$ cat src/hdl/ics_pkg.sv
// Package of constants and types for the instruction cycle sequencer.
// How it works
// RQ1 - Every machine cycle lasts exactly four system clocks; all sequencing follows it.
// RQ2 - Instructions that leave program flow alone complete in one machine cycle, except table read.
// RQ3 - Jump, call, subroutine exit, interrupt exit and table read take two cycles.
// RQ4 - Writing the low program counter byte jumps there and adds one cycle.
// RQ5 - A skip test takes one cycle, plus one more when it skips.
// RQ6 - A data test either continues with the next instruction or bypasses it.
// RQ7 - Addition carries above 255; subtraction borrows through carry below 0.
// RQ8 - Add-one and subtract-one change by one, to memory or accumulator.
// RQ9 - AND, OR, XOR, complement use the accumulator and set zero on zero.
// RQ10 - Rotates move one bit; carry variants swap the out bit with carry.
// RQ11 - Bit force high or low rewrites only the addressed bit.
// RQ12 - Call saves the following address; exit resumes there; jump saves nothing.
// RQ13 - Table reads fetch fixed data from program memory.
// RQ14 - The second cycle of a two-cycle op drops the prefetch and refetches.
package ics_pkg;

    // ****************************************
    // Timing and widths
    // ****************************************
    localparam int ICS_PHASES = 4;
    localparam int ICS_PC_W = 11;
    localparam int ICS_STACK_DEPTH = 4;
    localparam logic [10:0] ICS_PC_RESET = 11'h000;
    localparam logic [7:0] ICS_ACC_RESET = 8'h00;

    // ****************************************
    // Operations presented by the decoder
    // ****************************************
    typedef enum logic [4:0] {
        ICS_OP_NOP,
        ICS_OP_MOV_ACC,
        ICS_OP_ADD,
        ICS_OP_ADC,
        ICS_OP_SUB,
        ICS_OP_SBC,
        ICS_OP_AND,
        ICS_OP_OR,
        ICS_OP_XOR,
        ICS_OP_BIT_INVERT,
        ICS_OP_ADD_ONE,
        ICS_OP_SUBTRACT_ONE,
        ICS_OP_ROTATE_LEFT,
        ICS_OP_ROTATE_RIGHT,
        ICS_OP_ROTATE_LEFT_VIA_CARRY,
        ICS_OP_ROTATE_RIGHT_VIA_CARRY,
        ICS_OP_BIT_FORCE_HIGH,
        ICS_OP_BIT_FORCE_LOW,
        ICS_OP_SKIP_ZERO,
        ICS_OP_SKIP_BIT_SET,
        ICS_OP_SKIP_BIT_CLEAR,
        ICS_OP_JUMP,
        ICS_OP_CALL,
        ICS_OP_SUBROUTINE_EXIT,
        ICS_OP_INTERRUPT_EXIT,
        ICS_OP_TABLE_READ,
        ICS_OP_PC_LOW_WRITE
    } ics_op_t;

    // One decoded instruction.
    typedef struct packed {
        ics_op_t op;
        logic to_acc;
        logic [2:0] bit_sel;
        logic [7:0] imm;
        logic [10:0] target;
    } ics_instr_t;

    // Results of the arithmetic and logic unit.
    typedef struct packed {
        logic [7:0] value;
        logic carry;
        logic zero;
        logic write_carry;
        logic write_zero;
    } ics_alu_t;

endpackage

$ cat src/hdl/ics_alu.sv
// Arithmetic and logic unit of the instruction cycle sequencer.
`timescale 1ns/1ps
module ics_alu
    import ics_pkg::*;
(
    input wire ics_op_t op,
    input wire logic [7:0] acc,
    input wire logic [7:0] operand,
    input wire logic carry_in,
    input wire logic [2:0] bit_sel,
    output ics_alu_t result
);

    wire [8:0] sum_add = {1'b0, acc} + {1'b0, operand};
    wire [8:0] sum_adc = sum_add + {8'h00, carry_in};
    wire [8:0] dif_sub = {1'b0, acc} - {1'b0, operand};
    wire [8:0] dif_sbc = dif_sub - {8'h00, ~carry_in};
    wire [7:0] bit_mask = 8'h01 << bit_sel;

    always_comb begin
        result = '0;
        result.value = operand;
        case (op)
            ICS_OP_ADD: begin
                result.value = sum_add[7:0];
                result.carry = sum_add[8]; // RQ7
                result.write_carry = 1'b1;
                result.write_zero = 1'b1;
            end
            ICS_OP_ADC: begin
                result.value = sum_adc[7:0];
                result.carry = sum_adc[8]; // RQ7
                result.write_carry = 1'b1;
                result.write_zero = 1'b1;
            end
            ICS_OP_SUB: begin
                // Carry set means no borrow happened.
                result.value = dif_sub[7:0];
                result.carry = ~dif_sub[8]; // RQ7
                result.write_carry = 1'b1;
                result.write_zero = 1'b1;
            end
            ICS_OP_SBC: begin
                result.value = dif_sbc[7:0];
                result.carry = ~dif_sbc[8]; // RQ7
                result.write_carry = 1'b1;
                result.write_zero = 1'b1;
            end
            ICS_OP_AND: begin
                result.value = acc & operand; // RQ9
                result.write_zero = 1'b1;
            end
            ICS_OP_OR: begin
                result.value = acc | operand; // RQ9
                result.write_zero = 1'b1;
            end
            ICS_OP_XOR: begin
                result.value = acc ^ operand; // RQ9
                result.write_zero = 1'b1;
            end
            ICS_OP_BIT_INVERT: begin
                result.value = ~operand; // RQ9
                result.write_zero = 1'b1;
            end
            ICS_OP_ADD_ONE: begin
                result.value = operand + 8'h01; // RQ8
                result.write_zero = 1'b1;
            end
            ICS_OP_SUBTRACT_ONE: begin
                result.value = operand - 8'h01; // RQ8
                result.write_zero = 1'b1;
            end
            ICS_OP_ROTATE_LEFT: begin
                result.value = {operand[6:0], operand[7]}; // RQ10
            end
            ICS_OP_ROTATE_RIGHT: begin
                result.value = {operand[0], operand[7:1]}; // RQ10
            end
            ICS_OP_ROTATE_LEFT_VIA_CARRY: begin
                result.value = {operand[6:0], carry_in}; // RQ10
                result.carry = operand[7];
                result.write_carry = 1'b1;
            end
            ICS_OP_ROTATE_RIGHT_VIA_CARRY: begin
                result.value = {carry_in, operand[7:1]}; // RQ10
                result.carry = operand[0];
                result.write_carry = 1'b1;
            end
            ICS_OP_BIT_FORCE_HIGH: begin
                result.value = operand | bit_mask; // RQ11
            end
            ICS_OP_BIT_FORCE_LOW: begin
                result.value = operand & ~bit_mask; // RQ11
            end
            default: begin
                result.value = operand;
            end
        endcase
        result.zero = (result.value == 8'h00);
    end

endmodule

$ cat src/hdl/ics_sequencer.sv
// Machine cycle sequencer with program counter, call stack and data path.
`timescale 1ns/1ps
module ics_sequencer
    import ics_pkg::*;
(
    input wire logic clk,
    input wire logic rst,
    input wire ics_instr_t fetched,
    input wire logic [7:0] mem_rdata,
    input wire logic [7:0] table_rdata,
    output logic [10:0] fetch_addr,
    output logic [1:0] phase,
    output logic cycle_start,
    output logic [7:0] mem_wdata,
    output logic mem_we,
    output logic [10:0] table_addr,
    output logic [7:0] table_data,
    output logic [7:0] acc,
    output logic carry,
    output logic zero,
    output logic [10:0] pc,
    output logic busy
);

    // ****************************************
    // Cycle states
    // ****************************************
    typedef enum logic [1:0] {
        ICS_ST_EXEC,
        ICS_ST_FLUSH
    } ics_state_t;

    ics_state_t state;
    ics_state_t next_state;
    ics_instr_t instr;
    logic [10:0] stack [ICS_STACK_DEPTH];
    logic [1:0] sp;
    logic [7:0] table_latch;
    ics_alu_t alu_out;

    // Decoding used for the two-cycle and data-write classifications below.
    function automatic logic is_two_cycle(input ics_op_t op);
        case (op)
            ICS_OP_JUMP, ICS_OP_CALL, ICS_OP_SUBROUTINE_EXIT,
            ICS_OP_INTERRUPT_EXIT, ICS_OP_TABLE_READ, ICS_OP_PC_LOW_WRITE: begin
                is_two_cycle = 1'b1;
            end
            default: begin
                is_two_cycle = 1'b0;
            end
        endcase
    endfunction

    function automatic logic writes_data(input ics_op_t op);
        case (op)
            ICS_OP_ADD, ICS_OP_ADC, ICS_OP_SUB, ICS_OP_SBC, ICS_OP_AND, ICS_OP_OR,
            ICS_OP_XOR, ICS_OP_BIT_INVERT, ICS_OP_ADD_ONE, ICS_OP_SUBTRACT_ONE,
            ICS_OP_ROTATE_LEFT, ICS_OP_ROTATE_RIGHT, ICS_OP_ROTATE_LEFT_VIA_CARRY,
            ICS_OP_ROTATE_RIGHT_VIA_CARRY, ICS_OP_MOV_ACC: begin
                writes_data = 1'b1;
            end
            default: begin
                writes_data = 1'b0;
            end
        endcase
    endfunction

    // ****************************************
    // Decode and selection
    // ****************************************
    wire last_phase = (phase == 2'(ICS_PHASES - 1)); // RQ1
    wire exec_end = last_phase && (state == ICS_ST_EXEC);
    // A move towards the accumulator loads the operand; the other way it stores the accumulator.
    wire [7:0] alu_operand = (instr.op == ICS_OP_MOV_ACC && !instr.to_acc) ? acc : mem_rdata;
    wire [7:0] imm_or_mem = instr.to_acc ? mem_rdata : instr.imm;
    wire test_bit = mem_rdata[instr.bit_sel];
    wire skip_zero = (instr.op == ICS_OP_SKIP_ZERO) && (mem_rdata == 8'h00);
    wire skip_set = (instr.op == ICS_OP_SKIP_BIT_SET) && test_bit;
    wire skip_clear = (instr.op == ICS_OP_SKIP_BIT_CLEAR) && !test_bit;
    wire take_skip = skip_zero || skip_set || skip_clear; // RQ6
    wire two_cycle = is_two_cycle(instr.op) || take_skip; // RQ3 RQ4 RQ5
    wire is_binary = (instr.op inside {ICS_OP_ADD, ICS_OP_ADC, ICS_OP_SUB, ICS_OP_SBC,
                                       ICS_OP_AND, ICS_OP_OR, ICS_OP_XOR});
    wire to_memory = writes_data(instr.op) && !instr.to_acc; // RQ8
    wire bit_write = (instr.op inside {ICS_OP_BIT_FORCE_HIGH, ICS_OP_BIT_FORCE_LOW});
    wire [1:0] sp_top = sp - 2'd1;
    wire [10:0] pc_next_seq = pc + 11'd1;
    wire [10:0] pc_low_target = {pc[10:8], alu_out.value};

    ics_alu u_alu (
        .op(instr.op),
        .acc(acc),
        .operand(is_binary ? imm_or_mem : alu_operand),
        .carry_in(carry),
        .bit_sel(instr.bit_sel),
        .result(alu_out)
    );

    // Flow target chosen at the end of the executing cycle.
    logic [10:0] next_pc;
    always_comb begin
        next_pc = pc_next_seq; // RQ2
        case (instr.op)
            ICS_OP_JUMP, ICS_OP_CALL: begin
                next_pc = instr.target; // RQ12
            end
            ICS_OP_SUBROUTINE_EXIT, ICS_OP_INTERRUPT_EXIT: begin
                next_pc = stack[sp_top]; // RQ12
            end
            ICS_OP_PC_LOW_WRITE: begin
                next_pc = pc_low_target; // RQ4
            end
            ICS_OP_TABLE_READ: begin
                next_pc = pc; // RQ13
            end
            default: begin
                // The skipped word is the prefetch that the flush drops, so the
                // sequential address already lands on the word after it.
                next_pc = pc_next_seq; // RQ6
            end
        endcase
    end

    always_comb begin
        next_state = state;
        case (state)
            ICS_ST_EXEC: begin
                if (exec_end && two_cycle) begin
                    next_state = ICS_ST_FLUSH; // RQ3 RQ5
                end
            end
            ICS_ST_FLUSH: begin
                if (last_phase) begin
                    next_state = ICS_ST_EXEC; // RQ14
                end
            end
            default: begin
                next_state = ICS_ST_EXEC;
            end
        endcase
    end

    assign cycle_start = (phase == 2'd0);
    assign busy = (state == ICS_ST_FLUSH);
    assign fetch_addr = pc;
    assign table_addr = (instr.op == ICS_OP_TABLE_READ) ? instr.target : pc;
    assign table_data = table_latch;

    // ****************************************
    // Registers
    // ****************************************
    always_ff @(posedge clk) begin
        if (rst) begin
            phase <= 2'd0;
        end else begin
            phase <= phase + 2'd1; // RQ1
        end
    end

    always_ff @(posedge clk) begin
        if (rst) begin
            state <= ICS_ST_EXEC;
        end else begin
            state <= next_state;
        end
    end

    // The instruction is latched once per cycle; in the flush cycle the stale prefetch
    // is thrown away and the fetch from the new address is taken at its end.
    always_ff @(posedge clk) begin
        if (rst) begin
            instr <= '0;
        end else if (last_phase) begin
            instr <= (exec_end && two_cycle) ? '0 : fetched; // RQ14
        end
    end

    always_ff @(posedge clk) begin
        if (rst) begin
            pc <= ICS_PC_RESET;
        end else if (exec_end) begin
            pc <= next_pc;
        end else if (last_phase && state == ICS_ST_FLUSH) begin
            pc <= pc_next_seq; // RQ14
        end
    end

    always_ff @(posedge clk) begin
        if (rst) begin
            sp <= 2'd0;
        end else if (exec_end && instr.op == ICS_OP_CALL) begin
            // While the call executes the counter already points past it.
            stack[sp] <= pc; // RQ12
            sp <= sp + 2'd1;
        end else if (exec_end && instr.op inside {ICS_OP_SUBROUTINE_EXIT,
                                                  ICS_OP_INTERRUPT_EXIT}) begin
            sp <= sp_top; // RQ12
        end
    end

    always_ff @(posedge clk) begin
        if (rst) begin
            acc <= ICS_ACC_RESET;
            carry <= 1'b0;
            zero <= 1'b0;
            table_latch <= 8'h00;
        end else if (exec_end) begin
            if (writes_data(instr.op) && instr.to_acc) begin
                acc <= alu_out.value; // RQ9
            end
            if (alu_out.write_carry) begin
                carry <= alu_out.carry; // RQ7 RQ10
            end
            if (alu_out.write_zero) begin
                zero <= alu_out.zero; // RQ9
            end
            if (instr.op == ICS_OP_TABLE_READ) begin
                table_latch <= table_rdata; // RQ13
            end
        end
    end

    always_ff @(posedge clk) begin
        if (rst) begin
            mem_we <= 1'b0;
            mem_wdata <= 8'h00;
        end else begin
            mem_we <= exec_end && (to_memory || bit_write); // RQ11
            mem_wdata <= alu_out.value;
        end
    end

endmodule

$ cat config.mk
export PLATFORM = sky130hd
export DESIGN_NAME = ics_sequencer
export DESIGN_NICKNAME = d
export VERILOG_FILES = /design/src/hdl/ics_pkg.sv /design/src/hdl/ics_alu.sv /design/src/hdl/ics_sequencer.sv
export SDC_FILE = /design/constraint.sdc
export NUM_CORES = 1
export LEC_CHECK = 0
export ABC_AREA = 0
export BUFFER_PORTS_ARGS = -buffer_cell sky130_fd_sc_hd__buf_2
export CAP_MARGIN = 40
export CORE_MARGIN = 5
export CORE_UTILIZATION = 45
export DETAILED_ROUTE_END_ITERATION = 8
export GPL_TIMING_DRIVEN = 0
export PLACE_DENSITY = 0.62
export SETUP_SLACK_MARGIN = 0.15
export SLEW_MARGIN = 10
export SYNTH_ARGS = -nofsm -noshare
export SYNTH_HDL_FRONTEND = slang
export SYNTH_HIERARCHICAL = 1
export SYNTH_SLANG_ARGS = --single-unit
$ cat constraint.sdc
create_clock -name clk -period 8.73 [get_ports clk]
set_input_delay 1.746 -clock clk [delete_from_list [all_inputs] [get_ports clk]]
set_output_delay 1.746 -clock clk [all_outputs]
set_load 0.01 [all_outputs]
# Word level (Yosys, flattened, before mapping)
# Memory sizes are Yosys's and may differ from the RTL's. A register that Yosys moved wholly into a read port is not among the register bits.
# Cells that the tools add are included.
[word_totals] ff_bits=72 ram_bits=44 mem_bits_ro=32 in_bits=46 n_memories=3
[memory_table] memory="stack" depth=4 word_bits=11 rd=1 rd_clocked_by_memory_dff=0 write_ports=1 line="ics_sequencer.sv:36" source="logic [10:0] stack [ICS_STACK_DEPTH];"
[memory_table] memory="(name not given)" depth=16 word_bits=1 rd=1 rd_clocked_by_memory_dff=1 write_ports=0 line="ics_sequencer.sv:55" source="case (op)"
[memory_table] memory="(name not given)" depth=16 word_bits=1 rd=1 rd_clocked_by_memory_dff=1 write_ports=0 line="ics_sequencer.sv:55"
[classes] add_sub_neg=10 order_cmp=1 n_eq_ne=32 shift=1 mux=31 bitwise_logic=10 reduce_logical=39
[ops] operator="one-hot mux 8 bit (16 select lines)" count=1
[ops] operator="== test 5 bit, second input constant" count=11
[ops] operator="one-hot mux 11 bit (4 select lines)" count=1
[ops] operator="== test 5 x 4 -> 1 bit, second input constant" count=8
[ops] operator="two-way mux 11 bit" count=3
[ops] operator="two-way mux 28 bit" count=1
[ops] operator="two-way mux 8 bit" count=3
[ops] operator="== test 5 x 3 -> 1 bit, second input constant" count=4
[ops] operator="AND 8 bit" count=2
[ops] operator="logical NOT 8 bit" count=2
[ops] operator="two-way mux 4 bit" count=4
[ops] operator="NOT 8 bit" count=2
[ops] operator="OR 8 bit" count=2
[ops] operator="logical AND 1 bit" count=12
[ops] operator="AND reduction 2 bit" count=6
[ops] operator="OR reduction 6 bit" count=2
[ops] operator="adder 11 x 1 -> 11 bit, second input constant" count=1
[ops] operator="two-way mux 1 bit" count=11
[ops] operator="== test 5 x 2 -> 1 bit, second input constant" count=2
[ops] operator="OR reduction 10 bit" count=1
[ops] operator="adder 8 x 8 -> 9 bit" count=1
[ops] operator="adder 9 x 1 -> 9 bit" count=1
[ops] operator="subtractor 8 x 8 -> 9 bit" count=1
[ops] operator="subtractor 9 x 1 -> 9 bit" count=1
[ops] operator="24 further kinds" count=41

# Logic depth before layout (Yosys ltp)
# Gate-level depths: netlist of run 1.
[depth] ltp_word=10 depth_mapped=21

# Hierarchy
# Netlist of run 1, hierarchy kept.
[by_module_without_submodules] module="ics_sequencer" instances=1 cells_per_inst=473 area_per_inst_um2=5198.7
[by_module_without_submodules] module="ics_alu" instances=1 cells_per_inst=418 area_per_inst_um2=2840.2

# Least setup slack after synthesis of run 1
# OpenSTA, ideal clock, no wires.
[synth_timing] kind="input to register" startpoint="input port mem_rdata[1]" endpoint="register zero" setup_ns=0.070 arrival_ns=5.422 setup_slack_ns=3.237 path_stages=16 path_buffers=0 path_cell_list="nor2_1 -> nor2_1 -> inv_1 -> fa_1 -> inv_1 -> ha_1 -> a21boi_0 -> o32ai_1 -> or4_1 -> or4_1 -> a311oi_2 -> o21bai_1 -> or4_1 -> nor4_2 -> nand3_1 -> a21oi_1"
[synth_rtl] item="from (decl)" line="ics_sequencer.sv:9" source="input wire logic [7:0] mem_rdata,"
[synth_rtl] item="to (signal assigned)" line="ics_sequencer.sv:215" source="zero <= alu_out.zero;"
[synth_rtl] item="to (decl)" line="ics_sequencer.sv:20" source="output logic zero,"

==> impl.org, run 1 <==
** Status
- The run finished with clean final reports.

** Drt
- The first TritonRoute pass finished after 8 iterations.
- Via count normalized by instance count :: 6.11
- Post-Route WL :: 26800 µm
- Final routed wire length divided by cell count :: 21.3 µm
- Violation count after the first detailed-routing iteration :: 854
- DR DRC count :: 0
- In this run the remaining antenna-violating nets after routing total 0.
- Vias after detailed routing :: 7718

** Setup path
- R2R cell count :: 21
- Reg-to-reg critical path startpoint :: instr[23]
- Reg2reg end :: zero
- Of all nets on the critical path, the largest fanout is 10.
- Type of element capturing the critical path :: flop
- Critical path data arrival time :: 6940 ps
- Required time of the critical path :: 9070 ps
- Worst R2R Setup Slack :: 2140 ps
- Type of element launching the critical path :: flop
- The setup path with the least slack is of type reg2reg.

** Floorplan
- Number of ports placed on the die boundary :: 110
- The core region is 17400 µm².
- In this run the vertical extent of the chip is 144 µm.
- The die is 144 µm wide.
- The initialized floorplan defines 48 standard-cell rows.
- Effective utilization at floorplan :: 46.2%
- Die Outline Area :: 20600 µm²

** Layout
- Antenna fix cells :: 0
- Area of the multi-input gates :: 4830 µm²
- Final standard cell utilization of the core :: 54.7%
- Leaving out fill and tap cells, the most frequent cell in the layout is buf_2.
- Final instance area :: 9530 µm²
- Post-Layout Cell Count :: 1263
- The area growth from synthesis to layout is 18.5%.
- Layout cells sized above 1 :: 20.4%
- NumNets Final :: 1108
- Area occupied by registers :: 2760 µm²
- Counting the fill cells in the layout gives 1628.
- The top cell types in the final layout, fill and taps aside, are 125 x buf_2, 81 x nor2_1, 72 x dfxtp_1, 57 x nand2_1, 50 x a21oi_1.

** Synthesis
- Yosys printed 6 warnings.
- For this run, the register share of the synthesized area comes to 34.4%.
- Post-synthesis sequential element count :: 116
- Of all flip-flops after synthesis, the portion carrying an async set or reset was 0%.
- Flip-flop cell with the highest count after synthesis :: dfxtp_1
- Synthesis produced a netlist whose cell count is 891.
- In this run the mean area of a mapped cell was 9.02 µm².
- In this run, distinct cell masters in the synthesized netlist total 87.
- The synthesized netlist occupies a cell area of 8040 µm².
- Net count after synthesis :: 974
- Number of enable flip-flop cells after synthesis :: 44

** Global route
- Maximum number of pins on one net before global-route repair :: 17
- GRT Resource Usage Total :: 26.2%
- Vias in the first global route :: 7450
- First-pass GRT wire length :: 42000 µm
- Antenna violations before repair :: 0
- Remaining global-route overflow :: 0

** Min path
- Along the worst hold path, the cell count comes to 2.
- The worst hold path begins at table_data[4].
- Destination of the worst hold path :: table_data[4]
- The min-delay analysis places its worst path in the category reg2reg.

** Timing
- Setup violations remaining at the end of the flow were counted as 0.
- In the post-route analysis, the smallest setup slack over all paths is 2140 ps.
- Worst hold slack :: 451 ps
- The final max-slew violation count is 0.
- The worst path needs 6590 ps of the cycle, external delays included.
- Final period util :: 75.5%
- RSZ-0062 raised after global routing :: false
- Worst Tran Pin Value :: 886 ps
- Static timing analysis puts the maximum clock frequency at 152 MHz.
- The hold violation count in the final report is 0.
- Worst relative slew slack :: 40.7%
- Max Clock Skew :: 11.3 ps
- Sum of negative setup slack :: 0 ps

** CTS
- Total clock buffers created by CTS :: 17
- The H-tree generated during clock tree synthesis spans 4 levels.
- Post-CTS timing repair inserted 0 buffers for setup.
- Number of hold buffers added after CTS :: 0
- Resized Gates After CTS :: 0
- Clock sink count :: 116
- TritonCTS clock tree :: done
- Clk Tree Root Cell :: clkbuf_16
- For the worst-skew pair, the clock arrives at the later sink with an insertion delay of 420 ps.
- No sink is reached through more buffers than the 2 on the longest clock path.
- CTS clock-pin slew for the worst setup and hold paths :: 60 ps

** Pwr
- Worst VDD drop :: 0.000139 V
- Overall power after layout :: 1.64 mW
- Leakage dissipation :: 3.80 nW
- Power per standard cell area :: 172 nW/µm²

** Placement
- Post-place instance area :: 8920 µm²
- OpenSTA, run right after detailed placement, puts the worst setup slack at 2280 ps.
- DP Cell Count :: 1231
- Detailed placement finished with a half-perimeter wire length of 20200 µm.
- Number of input and output port buffers inserted :: 109
- Weighted congestion reported at the end of routability-driven placement :: 0.963

** Flow run
- Max-cap violations in this run came to 0.
==> where the power goes <==
group	leakage (nW)	switching [mW]	internal, mW	total (mW)
Combinational	2.52	0.208	0.122	0.330
Sequential	0.991	0.0110	0.571	0.582
Clock	0.286	0.275	0.453	0.728
Total	3.80	0.494	1.15	1.64
==> cells in the mapped netlist (12+ instances only) <==
library cell  count  area share, %
nand3_1          26            1.6
xnor2_1          14            1.5
edfxtp_1         44             16
o21ai_0          34            2.1
dfxtp_1          72             18
nand2_1          57            2.7
and3_1           14            1.1
clkbuf_1         34            1.6
and2_1           14            1.1
inv_1            35            1.6
a22o_1           35            3.8
mux2i_1          20            2.5
nor2_1           81            3.8
nand2b_1         12           0.93
nor2b_1          22            1.7
buf_2            14           0.87
nor3_1           16            1.0
mux2_2           12            1.7
o22ai_1          15            1.2
ha_1             34            5.3
a21oi_1          50            3.1
buf_4            14            1.3
==> flip-flops by register name, indices dropped and copies added (netlist names), named ones only <==
| signal | cells |
|---|---|
| instr | 28 |
| mem_wdata | 8 |
| acc | 8 |
| state | 1 |
| phase | 2 |
| sp | 2 |
| stack | 44 |
| mem_we | 1 |
| zero | 1 |
| fetch_addr | 11 |
| table_data | 8 |
| carry | 1 |
==> logic make-up after synthesis <==
family,share of synthesized area [%]
xor+xnor,2.88
buf+inv,5.73
mux,7.25
flops,34.4
simple gates,21.1
compound gates,22.5
fa+ha+maj,6.16
==> metal layers <==
| metal | wire (µm) | GRT usage [%] |
|---|---|---|
| met1 | 11000 | 33.6 |
| met2 | 12900 | 43.8 |
| met3 | 2010 | 5.09 |
| met4 | 956 | 10.2 |
| met5 | 0 | 0 |
==> layout make-up <==
type / count / area share [%]
multi-input combinational: 675 / 50.7
sequential: 116 / 29.0
timing repair buffer: 115 / 6.15
clock buffer: 18 / 4.50
buffer: 65 / 3.45
tap: 225 / 2.96
clock inverter: 14 / 1.86
inverter: 35 / 1.38
==> critical path, cell delays in order, from the launching register on <==
cell,delay [ps]
dfxtp_1,320
clkbuf_1,230
nor4b_1,810
o21ai_1,450
nand2_1,340
nor2_1,70
nor2_1,400
ha_1,350
inv_1,80
fa_1,590
inv_1,80
ha_1,340
a21boi_0,190
o32ai_1,90
or4_1,420
or4_1,500
a311oi_2,320
o21bai_1,120
or4_1,440
nor4_2,140
nand3_1,100
a21oi_1,130
==> how the worst max path moves through the flow <==
stage / startpoint / end / slack, ps
2_1_floorplan: mem_rdata[1] / zero / 3240
3_3_place_gp: instr[23] / fetch_addr[6] / 1790
3_5_place_dp: instr[23] / zero / 2280
4_1_cts: instr[26] / zero / 2240
5_1_grt: instr[23] / zero / 1710
6_report: instr[23] / zero / 2140
(Power assumes the default switching activity.)
==> run 2: changes to the inputs <==
PLACE_DENSITY = 0.64   (was 0.62)
clock period = 5.6 ns   (was 8.73 ns; I/O delays follow)
==> run 2 against run 1 <==
Count of clock-buffer cells in the layout unchanged. Utilization is 1.4 points higher. Cell area grew 2.6%. Global-route usage down 0.62 points. Clock skew grew 1.1 ps. Sequential share of layout area shrank 0.68 points. Cell count up 1.2%. Register-to-register slack worse by 1800 ps. Wire length is 0.57% lower. Via count increased by 1.3%. Sequential power rose by 56%. Critical path type unchanged.
==> impl.org, run 2 (synthesis results as in run 1) <==
** Status
- The run finished with clean final reports.

** Setup path
- Traced cell by cell, the critical path runs through buf_4 > o21ba_2 > o21ai_4 > buf_4 > o22ai_1 > nor2_2 > inv_1 > ha_1 > buf_2 > inv_1 > a221oi_1 > o311ai_0 > buf_1 > nor4_1 > xnor2_1 > nor2_1 > o32a_1 > a22oi_1 > and3_1 > o32ai_1.
- Type of element capturing the critical path :: flop
- Critical Path Slowest Stage Cell :: nor2_2
- The required time of the critical path came to 5910 ps (-3160 ps).
- In this design, the largest share of critical-path delay is due to compound AO/OA/AOI/OAI gates.
- Critical path's largest stage delay :: 420 ps (-390 ps)
- Reg-to-reg critical path startpoint :: instr[24]
- The worst register-to-register path ends at fetch_addr[7].
- Worst R2R Setup Slack :: 360 ps (-1780 ps)
- The buffer and inverter count on the worst path was 6 (+3).
- The worst setup path is launched from a flop.
- The largest fanout on the critical path is 11 (+1).
- Critical path data arrival time :: 5550 ps (-1390 ps)
- R2R cell count :: 20 (-4.8%)
- The critical path is of the reg2reg type.

** Global route
- Remaining global-route overflow :: 0 (unchanged)
- The largest net degree at the start of global routing came to 17 (unchanged).
- The number of global-route vias before repair was 7370 (-1.1%).
- The number of antenna violations at the first check in global routing was 0 (unchanged).
- GRT Resource Usage Total :: 25.6% (-0.62 points)
- The wire length of the first global-routing pass came to 41300 µm (-1.8%).

** Floorplan
- The number of ports placed on the die boundary is 110 (unchanged).
- The x dimension of the die was 144 µm (unchanged).
- Die Height :: 144 µm (unchanged)
- Core box area :: 17400 µm² (unchanged)
- Effective utilization at floorplan :: 46.2% (unchanged)
- The number of core rows was 48 (unchanged).
- The die area is 20600 µm² (unchanged).

** Layout
- Area occupied by registers :: 2770 µm² (+0.23%)
- NumNets Final :: 1123 (+1.4%)
- Commonest non-fill, non-tap cells in the layout :: 124 x buf_2, 73 x nor2_1, 69 x dfxtp_1, 56 x nand2_1, 49 x a21oi_1
- The final non-filler cell area is 9780 µm² (+2.6%).
- Flip-flop count of the largest register after layout :: 44 (unchanged)
- Leaving out fill and tap cells, the most frequent cell in the layout is buf_2.
- Synthesis-to-layout area growth :: 21.6%
- The final-layout fill cell count was 1599 (-1.8%).
- Top register by number of flip-flops :: stack
- Antenna fix cells :: 0 (unchanged)
- Layout cells sized above 1 :: 24.3% (+3.9 points)
- The multi-input combinational cell area was 4970 µm² (+3.0%).

** Pwr
- Fraction of power spent switching nets :: 31.1% (+1.0 points)
- Leakage dissipation :: 3.89 nW (+2.4%)
- The switching power was 0.780 mW (+58%).
- The clock share of power is 42.1% (-2.3 points).
- The power per cell area was 256 nW/µm² (+49%).
- Relative contribution of combinational cells to total power :: 21.7% (+1.6 points)
- Internal power :: 1.73 mW (+51%)
- Worst VDD drop :: 0.000215 V (+54%)
- Sequential share of power :: 36.2% (+0.7 points)

** Timing
- The transition time at the pin with the least slew margin came to 711 ps (-175 ps).
- The minimum hold slack came to 451 ps (-0.749 ps).
- Final setup violation count :: 0 (unchanged)
- Worst relative slew slack :: 52.6% (+12 points)
- The maximum operating frequency came to 191 MHz (+26%).
- Final Hold Fails :: 0 (unchanged)
- The minimum period implied by the final worst setup slack was 5240 ps (-1350 ps).
- Final period util :: 93.5% (+18 points)
- RSZ-0062 raised after global routing :: false
- The worst setup skew after layout was 12.4 ps (+1.09 ps).
- Final slew viol count :: 0 (unchanged)

** Min path
- Destination of the worst hold path :: table_data[1]
- The worst hold path depth is 2 (unchanged).
- In this run the most critical hold path is launched from table_data[1].
- Hold/Removal Path Class :: reg2reg

** CTS
- The H-tree depth reported by CTS was 4 (unchanged).
- Clock sink count :: 116 (unchanged)
- The worst-skew pair later-pin latency came to 420 ps (about the same).
- TritonCTS clock tree :: done
- CTS placed an instance of clkbuf_16 at the clock tree root.
- The register clock-pin slew on the reported worst setup and hold paths is 60 ps (about the same).
- Total clock buffers created by CTS :: 17 (unchanged)
- The maximum count of clock buffers along a single path was 2 (unchanged).

** Placement
- The instance area at placement was 8910 µm² (about the same).
- The routability-driven placement congestion ratio was 0.977 (+1.5%).
- The placed wire-length estimate is 19700 µm (-2.2%).
- The number of port buffers came to 109 (unchanged).

** Drt
- Count of nets left with antenna violations after detail routing :: 0 (unchanged)
- The remaining design rule violation count is 0 (unchanged).
- The average wire length per cell after detail routing was 20.9 µm (-1.7%).
- Via count normalized by instance count :: 6.12 (+0.13%)
- The total number of vias is 7820 (+1.3%).
- The detailed-route wire length was 26700 µm (-0.57%).
- Violation count after the first detailed-routing iteration :: 805 (-5.7%)
- The number of iterations in the first detailed-routing pass came to 6 (-2).

** Flow run
- Maximum Capacitance Violations :: 0 (unchanged)
run 2: cell count changes in the layout (fill, tap and decap cells not counted), moves of 3 or more:
cell	delta
nor2_1	-8
clkbuf_1	-3
nor2_2	+5
dfxtp_1	-3
buf_4	+16
nor2_4	+3
run 2: final cells by class:
class                      count  share of cell area (%)
tap                          225                    2.88
clock inverter                14                    1.47
inverter                      35                    1.38
sequential                   116                    28.3
clock buffer                  18                    4.39
multi-input combinational    675                    50.9
buffer                        65                    3.49
timing repair buffer         130                    7.19
run 2: metrics by stage:
step	total power [mW]	util, %	setup slack, ps	instances	setup TNS (ps)
after global routing	2.59	56.1	119	1278	0
after CTS	2.47	54.8	93.3	1264	0
final	2.51	56.1	362	1278	0
after detailed placement	1.41	51.2	-825	1231	-5270
after floorplan	1.25	-	238	891	0
after global placement	1.41	50.9	-1190	1225	-11100
run 2: how the worst max path moves through the flow:
stage                     slack (ps)            end  startpoint  depth (start not counted)
after global routing             120           zero   instr[24]                         20
after floorplan                  240           zero   instr[23]                         20
after CTS                         90           zero   instr[24]                         21
after detailed placement        -830           zero   instr[23]                         21
after global placement         -1190           zero   instr[23]                         20
final                            360  fetch_addr[7]   instr[24]                         20
run 2: per-layer routing:
layer	GRT usage, %	up-vias	wire (µm)	part of all wire, %
met5	0	-	0	0
met4	9.76	0	991	3.7
met3	4.56	69	1960	7.3
met2	42.3	357	12700	48
met1	33.6	3725	11000	41
li1	-	3669	-	-
run 2: worst register-to-register path, delay by kind of cell, from the launching register on:
family                     cells  cell delay [ps]
AOI/OAI and AO/OA              8             1940
xor gates and xnor gates       1              140
adders and majority gates      1              390
buffers and inverters          6             1220
DFF                            1              390
and+or+nand+nor                4             1060
run 2: power by group through the flow:
stage / clock, mW / combinational, mW / sequential, mW
after global placement: 0 / 0.482 / 0.925
after floorplan: 0 / 0.324 / 0.926
final: 1.06 / 0.543 / 0.908
after CTS: 1.06 / 0.499 / 0.907
after detailed placement: 0 / 0.489 / 0.925
after global routing: 1.10 / 0.585 / 0.910
run 2: timing repair:
item / in CTS / in global routing
hold buffers: 0 / 0
pin swaps: 1 / 10
endpoints found under the setup margin: 18 / 8
setup buffers: 1 / 14
gates resized for setup: 14 / 37
hold endpoints to repair: 0 / 0
